`src/logic/occ_params.svh`:
```
// timing counts, reset values and select codes of the operator console
`ifndef OCC_PARAMS_SVH
`define OCC_PARAMS_SVH
`define OCC_CLK_MHZ 50
`define OCC_DEBOUNCE_US 1000
`define OCC_DEBOUNCE_CYC (`OCC_DEBOUNCE_US * `OCC_CLK_MHZ)
`define OCC_BLINK_TICKS 8'd250
`define OCC_DISP_RESET 16'h0000
`define OCC_CODE_RESET 4'h0
`define OCC_SENSE_RESET 3'h0
`define OCC_CODE_ZEROS 4'h3
`define OCC_CODE_IR 4'h4
`define OCC_CODE_ONES 4'h5
`define OCC_BOOT_NONE 2'h0
`define OCC_BOOT_TTY 2'h1
`define OCC_BOOT_FAST_TAPE 2'h2
`define OCC_BOOT_DISC 2'h3
`endif

```
`src/logic/occ_pkg.sv`:
```
// types shared by the operator console logic
package occ_pkg;
    typedef enum logic [1:0] {RUN_STEP, RUN_IDLE, RUN_ACTIVE, RUN_STOPPING} occ_run_e;
    typedef enum logic [2:0] {VIEW_MEM, VIEW_STATUS, VIEW_IR, VIEW_PC, VIEW_GEN} occ_view_e;
    typedef enum logic [1:0] {TGT_IR, TGT_PC, TGT_GEN} occ_target_e;

    // one bit per pushbutton, high while held
    typedef struct packed {
        logic [15:0] entry;
        logic [3:0] code;
        logic [2:0] sense;
        logic [4:0] view;
        logic modeToggle;
        logic start;
        logic boot;
        logic memShow;
        logic memWrite;
        logic dispClear;
        logic codeClear;
        logic codeIncr;
        logic resetBtn;
    } occ_buttons_s;

    // processor status word, packed in display bit order 15..0
    typedef struct packed {
        logic [3:0] keyRegisterBits;
        logic aluCarryFlag;
        logic aluSignFlag;
        logic aluAllOnesFlag;
        logic aluOverflowFlag;
        logic [4:0] shiftCount;
        logic aluZeroFlag;
        logic supervisorModeFlag;
        logic unused;
    } occ_status_s;
endpackage

```
`src/logic/occ_console.sv`:
```
// front-panel console control: modes, lockout, display register, views
`timescale 1ns/1ps
`include "occ_params.svh"

// What this block does
// - lockout key disables all or mode/reset buttons
// - mode toggle alternates step and run
// - run entry blinks run lamp until start
// - toggle while running halts after next fetch
// - halt instruction stops, run lamp blinks again
// - start in run mode begins at program counter
// - start in step mode executes one instruction
// - boot selector positions pick three loaders
// - boot button loads chosen bootstrap program
// - sixteen-bit display register drives sixteen lamps
// - entry switch sets its display bit only
// - clear button zeroes display bits, entry switches never do
// - memory show loads addressed word to display
// - memory write stores display into addressed word
// - five view buttons are mutually exclusive
// - status view read-only, key and shift bits
// - status view carries ALU and supervisor flags
// - stopped instruction view shows and writes back
// - stopped counter view shows and writes back
// - general view uses four-bit register code
// - code switches weighted 8 4 2 1, lamps lit
// - codes 3,4,5 are zeros, IR, ones
// - clear zeroes code, increment adds one
// - power-up: step, cleared, counter view selected
module occ_console
#(
    parameter int unsigned DebounceCycles = `OCC_DEBOUNCE_CYC
)
(
    // clock and reset
    input wire logic clock,
    input wire logic rst_b,
    // operator panel
    input occ_pkg::occ_buttons_s buttons,
    input wire logic lockoutKey,
    input wire logic lockoutAllJumper,
    input wire logic [1:0] bootSelect,
    // lamps
    output logic stepLamp,
    output logic runLamp,
    output logic [15:0] displayLamps,
    output logic [4:0] viewLamps,
    output logic [3:0] codeLamps,
    output logic [2:0] senseLamps,
    // processor control
    output logic cpuRunEnable,
    output logic cpuStepPulse,
    output logic cpuResetPulse,
    input wire logic cpuStopped,
    input wire logic haltExecuted,
    // processor registers
    input occ_pkg::occ_status_s status,
    input wire logic [15:0] irValue,
    input wire logic [15:0] pcValue,
    input wire logic [15:0] genValue,
    output logic [3:0] regCode,
    output logic regWrite,
    output occ_pkg::occ_target_e regTarget,
    output logic [15:0] regWrData,
    // memory at the program counter address
    output logic memReadReq,
    output logic memWriteReq,
    output logic [15:0] memWrData,
    input wire logic memReadAck,
    input wire logic [15:0] memReadData,
    // bootstrap loader
    output logic bootRequest,
    output logic [1:0] bootSource
);

    typedef struct packed {
        logic [15:0] tickCnt;
        logic [7:0] blinkCnt;
        logic blink;
        occ_pkg::occ_buttons_s btnNow;
        occ_pkg::occ_buttons_s press;
        occ_pkg::occ_run_e run;
        occ_pkg::occ_view_e view;
        logic [15:0] disp;
        logic [3:0] code;
        logic [2:0] sense;
        logic stepPulse;
        logic resetPulse;
        logic regWrite;
        occ_pkg::occ_target_e regTarget;
        logic [15:0] regWrData;
        logic memRd;
        logic memWr;
        logic [15:0] memWrData;
        logic boot;
        logic [1:0] bootSrc;
    } occ_state_s;

    localparam logic [15:0] TickLast = 16'(DebounceCycles - 1);

    occ_state_s state_r;
    occ_state_s state_nxt;

    logic stopped;
    logic tick;
    logic edit;
    logic writable;
    logic [15:0] editVal;
    logic [15:0] source;
    occ_pkg::occ_buttons_s enableMask;
    occ_pkg::occ_buttons_s p;

    ////////////////////////////////////////////////////////////////////////////////
    // next state

    always_comb
    begin
        state_nxt = state_r;
        state_nxt.stepPulse = 1'b0;
        state_nxt.resetPulse = 1'b0;
        state_nxt.regWrite = 1'b0;
        state_nxt.memRd = 1'b0;
        state_nxt.memWr = 1'b0;
        state_nxt.boot = 1'b0;
        p = state_r.press;
        stopped = (state_r.run == occ_pkg::RUN_STEP) || (state_r.run == occ_pkg::RUN_IDLE);
        // lockout masks
        enableMask = '1;
        if (lockoutKey && lockoutAllJumper)
        begin
            enableMask = '0;
        end
        else if (lockoutKey)
        begin
            enableMask.modeToggle = 1'b0;
            enableMask.resetBtn = 1'b0;
        end
        // sampling tick, debounced press events and blink rate
        tick = state_r.tickCnt == TickLast;
        state_nxt.tickCnt = tick ? 16'h0000 : state_r.tickCnt + 16'h0001;
        state_nxt.press = '0;
        if (tick)
        begin
            state_nxt.btnNow = buttons;
            state_nxt.press = buttons & ~state_r.btnNow & enableMask;
            if (state_r.blinkCnt == `OCC_BLINK_TICKS - 8'd1)
            begin
                state_nxt.blinkCnt = 8'h00;
                state_nxt.blink = ~state_r.blink;
            end
            else
            begin
                state_nxt.blinkCnt = state_r.blinkCnt + 8'h01;
            end
        end
        // step and run control
        case (state_r.run)
            occ_pkg::RUN_STEP:
            begin
                if (p.modeToggle)
                begin
                    state_nxt.run = occ_pkg::RUN_IDLE;
                end
                else if (p.start && cpuStopped)
                begin
                    state_nxt.stepPulse = 1'b1;
                end
            end
            occ_pkg::RUN_IDLE:
            begin
                if (p.modeToggle)
                begin
                    state_nxt.run = occ_pkg::RUN_STEP;
                end
                else if (p.start)
                begin
                    state_nxt.run = occ_pkg::RUN_ACTIVE;
                end
            end
            occ_pkg::RUN_ACTIVE:
            begin
                if (p.modeToggle)
                begin
                    state_nxt.run = occ_pkg::RUN_STOPPING;
                end
                else if (haltExecuted)
                begin
                    state_nxt.run = occ_pkg::RUN_IDLE;
                end
            end
            occ_pkg::RUN_STOPPING:
            begin
                if (cpuStopped)
                begin
                    state_nxt.run = occ_pkg::RUN_STEP;
                end
            end
            default:
            begin
                state_nxt.run = occ_pkg::RUN_STEP;
            end
        endcase
        if (p.resetBtn)
        begin
            state_nxt.run = occ_pkg::RUN_STEP;
            state_nxt.resetPulse = 1'b1;
        end
        // bootstrap
        if (p.boot && stopped && bootSelect != `OCC_BOOT_NONE)
        begin
            state_nxt.boot = 1'b1;
            state_nxt.bootSrc = bootSelect;
        end
        // view select, register code and sense switches
        for (int i = 0; i < 5; i++)
        begin
            if (p.view[i])
            begin
                state_nxt.view = occ_pkg::occ_view_e'(3'(i));
            end
        end
        if (p.codeClear)
        begin
            state_nxt.code = `OCC_CODE_RESET;
        end
        else if (p.codeIncr)
        begin
            state_nxt.code = state_r.code + 4'h1;
        end
        else
        begin
            state_nxt.code = state_r.code ^ p.code;
        end
        state_nxt.sense = state_r.sense ^ p.sense;
        // display register
        edit = p.dispClear || (|p.entry);
        editVal = (p.dispClear ? 16'h0000 : state_r.disp) | p.entry;
        writable = 1'b1;
        source = genValue;
        state_nxt.regTarget = occ_pkg::TGT_GEN;
        case (state_r.view)
            occ_pkg::VIEW_IR:
            begin
                source = irValue;
                state_nxt.regTarget = occ_pkg::TGT_IR;
            end
            occ_pkg::VIEW_PC:
            begin
                source = pcValue;
                state_nxt.regTarget = occ_pkg::TGT_PC;
            end
            occ_pkg::VIEW_GEN:
            begin
                if (state_r.code == `OCC_CODE_ZEROS)
                begin
                    source = 16'h0000;
                    writable = 1'b0;
                end
                else if (state_r.code == `OCC_CODE_ONES)
                begin
                    source = 16'hffff;
                    writable = 1'b0;
                end
                else if (state_r.code == `OCC_CODE_IR)
                begin
                    source = irValue;
                    state_nxt.regTarget = occ_pkg::TGT_IR;
                end
            end
            default:
            begin
                writable = 1'b0;
            end
        endcase
        case (state_r.view)
            occ_pkg::VIEW_STATUS:
            begin
                state_nxt.disp = status;
            end
            occ_pkg::VIEW_MEM:
            begin
                if (edit)
                begin
                    state_nxt.disp = editVal;
                end
                if (p.memShow && stopped)
                begin
                    state_nxt.memRd = 1'b1;
                end
                if (p.memWrite && stopped)
                begin
                    state_nxt.memWr = 1'b1;
                    state_nxt.memWrData = state_r.disp;
                end
                if (memReadAck)
                begin
                    state_nxt.disp = memReadData;
                end
            end
            default:
            begin
                if (stopped && edit && writable)
                begin
                    state_nxt.disp = editVal;
                    state_nxt.regWrite = 1'b1;
                    state_nxt.regWrData = editVal;
                end
                else if (stopped && !state_r.regWrite)
                begin
                    state_nxt.disp = source;
                end
            end
        endcase
    end

    ////////////////////////////////////////////////////////////////////////////////
    // state register

    always_ff @(posedge clock or negedge rst_b)
    begin
        if (!rst_b)
        begin
            state_r <= '0;
            state_r.run <= occ_pkg::RUN_STEP;
            state_r.view <= occ_pkg::VIEW_PC;
            state_r.disp <= `OCC_DISP_RESET;
            state_r.code <= `OCC_CODE_RESET;
            state_r.sense <= `OCC_SENSE_RESET;
        end
        else
        begin
            state_r <= state_nxt;
        end
    end

    ////////////////////////////////////////////////////////////////////////////////
    // outputs

    assign stepLamp = state_r.run == occ_pkg::RUN_STEP;
    assign runLamp = (state_r.run == occ_pkg::RUN_IDLE) ? state_r.blink :
        (state_r.run == occ_pkg::RUN_ACTIVE || state_r.run == occ_pkg::RUN_STOPPING);
    assign displayLamps = state_r.disp;
    assign viewLamps = 5'h01 << state_r.view;
    assign codeLamps = state_r.code;
    assign senseLamps = state_r.sense;
    assign cpuRunEnable = state_r.run == occ_pkg::RUN_ACTIVE;
    assign cpuStepPulse = state_r.stepPulse;
    assign cpuResetPulse = state_r.resetPulse;
    assign regCode = state_r.code;
    assign regWrite = state_r.regWrite;
    assign regTarget = state_r.regTarget;
    assign regWrData = state_r.regWrData;
    assign memReadReq = state_r.memRd;
    assign memWriteReq = state_r.memWr;
    assign memWrData = state_r.memWrData;
    assign bootRequest = state_r.boot;
    assign bootSource = state_r.bootSrc;

endmodule

```
`config.mk`:
```
export PLATFORM = sky130hd
export DESIGN_NAME = occ_console
export DESIGN_NICKNAME = d
export VERILOG_FILES = /design/src/logic/occ_pkg.sv /design/src/logic/occ_console.sv
export VERILOG_INCLUDE_DIRS = /design/src /design/src/logic
export SDC_FILE = /design/constraint.sdc
export NUM_CORES = 1
export LEC_CHECK = 0
export BUFFER_PORTS_ARGS = -buffer_cell sky130_fd_sc_hd__buf_2
export CAP_MARGIN = 10
export CORE_MARGIN = 2
export CORE_UTILIZATION = 53
export CTS_BUF_LIST = sky130_fd_sc_hd__clkbuf_16
export CTS_CLUSTER_DIAMETER = 60
export CTS_CLUSTER_SIZE = 16
export DETAILED_ROUTE_END_ITERATION = 7
export GPL_TIMING_DRIVEN = 0
export PLACE_DENSITY = 0.79
export SYNTH_ARGS = -nofsm -noshare
export SYNTH_HDL_FRONTEND = slang
export SYNTH_SLANG_ARGS = --single-unit
```
`constraint.sdc`:
```
create_clock -name clock -period 3 [get_ports clock]
set_input_delay 0.3 -clock clock [delete_from_list [all_inputs] [get_ports clock]]
set_output_delay 0.3 -clock clock [all_outputs]
set_load 0.01 [all_outputs]
```
# --- Word-level counts from Yosys, hierarchy flattened ---
# Cells that the tools add are included.
word_totals:
  inputBits: 126
  mem_bits_rw: 0
  n_memories: 0
  reg_bits: 169
  latchBits: 0
  romBits: 0
classes:
  n_lt_le_gt_ge: 0
  add_sub_neg: 3
  shifts: 1
  mux: 50
  n_eq_ne: 17
  reduce_logical: 26
  bitwise_logic: 8
  n_div: 0
  mul: 0
op_table:
  columns: ["cell", "n"]
  rows:
  - ["$mux W16", 9]
  - ["$and A37 B37 Y37", 2]
  - ["$pmux W16 S3", 1]
  - ["$mux W37", 1]
  - ["$not A37 Y37", 1]
  - ["$pmux W16 S2", 1]
  - ["$mux W28", 1]
  - ["$mux W2", 10]
  - ["$mux W18", 1]
  - ["$mux W3", 6]
  - ["$mux W17", 1]
  - ["$add A16 B1 Y16 const B", 1]
  - ["$eq A16 B16 Y1 const B", 1]
  - ["$or A16 B16 Y16", 1]
  - ["$reduce_or A16 Y1", 1]
  - ["$mux W1", 12]
  - ["$logic_and A1 B1 Y1", 9]
  - ["$add A8 B1 Y8 const B", 1]
  - ["$eq A4 B3 Y1 const B", 2]
  - ["$eq A8 B8 Y1 const B", 1]
  - ["$mux W4", 2]
  - ["$mux W8", 1]
  - ["$pmux W2 S4", 1]
  - ["$reduce_and A2 Y1", 4]
  - ["27 further kinds", 34]

# --- Logic depth before layout (Yosys ltp) ---
depth:
  depth_word: 8
  mapped_depth: 10

# --- Worst setup path before layout ---
# OpenSTA, ideal clock, no wires.
synth_timing:
  kind: "register to register"
  startpoint: "register state_r[65] (netlist bit)"
  endpoint: "register state_r (netlist bit regWrData[10])"
  stages_incl_launch_ff: 10
  slack_ps: 912
  path_buffers: 4
  t_arrival_ps: 1955
  required_time_ps: 2867
  synth_period_minus_slack_ps: 2088
  path_cell_list: "dfstp_2 buf_4 nor3b_4 o21ai_2 a221o_1 buf_2 buf_2 buf_2 nand2_1 o21ai_0"
synth_via:
  elab_chain_cells: 5
  word_cells_on_any_way: 11
  classes_between: "eq/ne (4); mux (1); bitwise (1); reduce/logical (5)"
synth_rtl:
  columns: ["element", "line", "text"]
  rows:
  - ["from (decl)", "occ_console.sv:101", "occ_state_s state_r;"]
  - ["from (signal assigned)", "occ_console.sv:332", "state_r <= state_nxt;"]
  - ["$eq A3 B2 Y1", "occ_console.sv:241", "case (state_r.view)"]
  - ["$reduce_or A2 Y1 (no line)", null, null]
  - ["$pmux W1 S2", "occ_console.sv:241", null]
  - ["$logic_and A1 B1 Y1", "occ_console.sv:302", "if (stopped && edit && writable)"]
  - ["$reduce_and A2 Y1 (no line) *", null, null]
# Mark *: on every way between the ends. The rest lies on a longest branch, timed or not.
# A chain may end at the register's enable or synchronous reset.

==> impl_metrics.env <==
export IMPL_status="completed"
export IMPL_final_area_mm2=0.01057
export IMPL_holdPathStages=2
export IMPL_drc=0
export IMPL_fin_crit_sh_pct=90.02
export IMPL_cp_max_fo=10
export IMPL_track_usage_pct=26.78
export IMPL_cts_tree="done"
export IMPL_num_rows=46
export IMPL_synthArstFlopShare_pct=100.0
export IMPL_synth_distinct_cells=49
export IMPL_rsz0062_at_grt="false"
export IMPL_hold_class="in2reg"
export IMPL_finalSetupViolCount=0
export IMPL_finalWirelength_mm=22.76
export IMPL_grt_max_degree=127
export IMPL_start_util_pct=54.34
export IMPL_multi_input_area_mm2=0.003592
export IMPL_synth_cells=919
export IMPL_grt_first_pass_wirelength_mm=36.88
export IMPL_grt_pass1_vias=7145
export IMPL_finalNetCount=1274
export IMPL_cts_root_buf="clkbuf_16"
export IMPL_yosysMostFrequentCell="dfrtp_1"
export IMPL_synth_area_mm2=0.008632
export IMPL_cp_slowest_cell="nor3_2"
export IMPL_synth_top_cell_area_share_pct=48.41
export IMPL_cts_sinks=169
export IMPL_worstSetupPathType="reg2reg"
export IMPL_post_dp_cell_area_mm2=0.009951
export IMPL_hold_viol_final=0
export IMPL_wl_per_cell_um=16.61
export IMPL_fin_util_pct=66.56
export IMPL_end_kind="flop"
export IMPL_antenna_found_initial=0
export IMPL_ys_seq_area_share_pct=49.02
export IMPL_synthTopCellsByCount="dfrtp_1, nand2_1, buf_4"
export IMPL_num_vias=7423
export IMPL_fill_cells=1286
export IMPL_power_mw=5.025
export IMPL_worst_slew_pin_slew_ns=0.7276
export IMPL_die_y_um=131.6
export IMPL_r2r_slack_ns=0.30
export IMPL_worst_ep_arrival_time_ns=3.03
export IMPL_drv_slew=0
export IMPL_dieArea_mm2=0.01732
export IMPL_viasPerCell=5.418
export IMPL_clk_path_buf_depth=2
export IMPL_fmax_ghz=0.3703
export IMPL_io_pins=203
export IMPL_setup_tns_ns=0
export IMPL_netlist_top_cells_area="dfrtp_1, nand2_1, buf_4"
export IMPL_hold_worst_slack_ns=0.06618
export IMPL_drive_gt1_share_pct=29.05
export IMPL_yosysWarnings=0
export IMPL_synth_ff_type="dfrtp_1"
export IMPL_regArea_mm2=0.004232
export IMPL_dp_slack_ns=0.05407
export IMPL_worstRegToRegCells=7
export IMPL_io_buffers=202
export IMPL_core_region_area_mm2=0.01589
export IMPL_peakVddDrop_mv=0.4319
export IMPL_postLayoutSetupSlackWorst_ns=0.2993
export IMPL_clock_skew_ns=0.006410
export IMPL_gp_congestion=0.9138
export IMPL_cp_data_required_time_ns=3.33
export IMPL_drtAntennaViolNets=0
export IMPL_startpoint_type="flop"
export IMPL_ys_ff_latch=169
export IMPL_htree_levels=4
export IMPL_power_leakage_nw=5.261
export IMPL_clkTransAtPathRegs_ns=0.06
export IMPL_avgSynthCellArea_um2=9.393
export IMPL_numCtsBuffers=17
export IMPL_cpPeakStageDelay_ns=0.46
export IMPL_die_w_um=131.6
export IMPL_dp_cells=1338
export IMPL_period_needed_ns=2.701
export IMPL_dr_pass1_iters=5
export IMPL_area_growth_pct=22.50
export IMPL_grt_overflow_total=0
export IMPL_path_cells="ha_1 -> and3_1 -> nand4_1 -> nor3_2 -> nand2_1 -> clkbuf_1 -> nor3b_1"
export IMPL_dp_hpwl_mm=16.96
export IMPL_synthesis_nets=1051
export IMPL_fin_cells=1370
export IMPL_powerDensity_mw_per_mm2=475.2
export IMPL_yosysTopAreaCell="dfrtp_1"
export IMPL_dr_first_iter_drc_count=658
export IMPL_synth_edff_count=0
export IMPL_slew_headroom_pct=51.12
export IMPL_insertion_delay_ns=0.43
export IMPL_max_cap_violations=0
## worst max-delay path, delay by kind of cell, from the launching register on
kind	cells	cell delay, ns
flops	1	0.38
simple gates	5	1.66
buf+inv	1	0.36
fa+ha+maj	1	0.19
## cell type report
| type | count | area share [%] |
|---|---|---|
| Sequential cell | 169 | 40.02 |
| Multi-Input combinational cell | 604 | 33.97 |
| Timing Repair Buffer | 204 | 10.01 |
| Buffer | 116 | 6.638 |
| Clock buffer | 17 | 4.023 |
| Tap cell | 216 | 2.556 |
| Clock inverter | 13 | 1.692 |
| Inverter | 30 | 1.065 |
| Antenna cell | 1 | 0.02367 |
## sequential cells by signal, indices dropped and copies added (netlist names), 3 cells and up
name / cells
state_r: 67
p: 37
displayLamps: 16
memWrData: 16
regWrData: 16
codeLamps: 4
senseLamps: 3
## where the power goes
part           internal [mW]  switching [mW]
clock                   1.38           0.903
sequential              2.30          0.0346
combinational          0.201           0.203
total                   3.88            1.14
## final timing paths
check                                        from                        end
setup / recovery           state_r[153]$_DFF_PN0_            p[11]$_DFF_PN0_
hold / removal                         lockoutKey             p[8]$_DFF_PN0_
setup reg to reg           state_r[153]$_DFF_PN0_            p[11]$_DFF_PN0_
hold reg to reg                   p[13]$_DFF_PN0_    state_r[66]$_DFFE_PN1P_
max in group asynchronous                   rst_b  bootSource[0]$_DFFE_PN0P_
min in group asynchronous                   rst_b      memWriteReq$_DFF_PN0_
## layer usage
metal / GRT usage [%] / vias up / routed length, µm
li1: - / 3565 / -
met1: 34.92 / 3481 / 9530
met2: 44.33 / 328 / 10960
met3: 6.096 / 49 / 1618
met4: 8.998 / 0 / 643
met5: 0 / - / 0
## timing repair
item                                   CTS  global route
hold buffers                             1             0
gates resized for setup                  1             1
setup endpoints to repair                1             2
endpoints found under the hold margin   43             0
setup buffers                            0             0
## placed cells by master, fill, tap and decap left out, drive strengths merged, types with 6 or more instances in the layout
cell type | Yosys | final
a21oi | 58 | 58
a22oi | 16 | 16
a31oi | 19 | 19
and3 | 22 | 22
buf | 76 | 278
clkbuf | 40 | 58
clkinv | 0 | 7
dfrtp | 167 | 167
ha | 6 | 6
inv | 30 | 31
mux2 | 19 | 19
mux2i | 17 | 17
nand2 | 156 | 156
nand3 | 6 | 6
nand4 | 6 | 6
nor2 | 51 | 51
nor2b | 17 | 17
nor3 | 27 | 27
nor3b | 37 | 37
o211ai | 17 | 17
o21ai | 28 | 28
o22a | 32 | 32
or3 | 19 | 19
xnor2 | 13 | 13
xor2 | 9 | 9
## kinds of logic after synthesis
logic type / after synthesis / synth area share [%]
compound gates: 176 / 13.09
xor+xnor: 22 / 2.232
fa+ha+maj: 6 / 0.8697
buf+inv: 146 / 9.422
flops: 169 / 49.02
mux: 36 / 4.450
simple gates: 364 / 20.92
(Power assumes the default switching activity.)
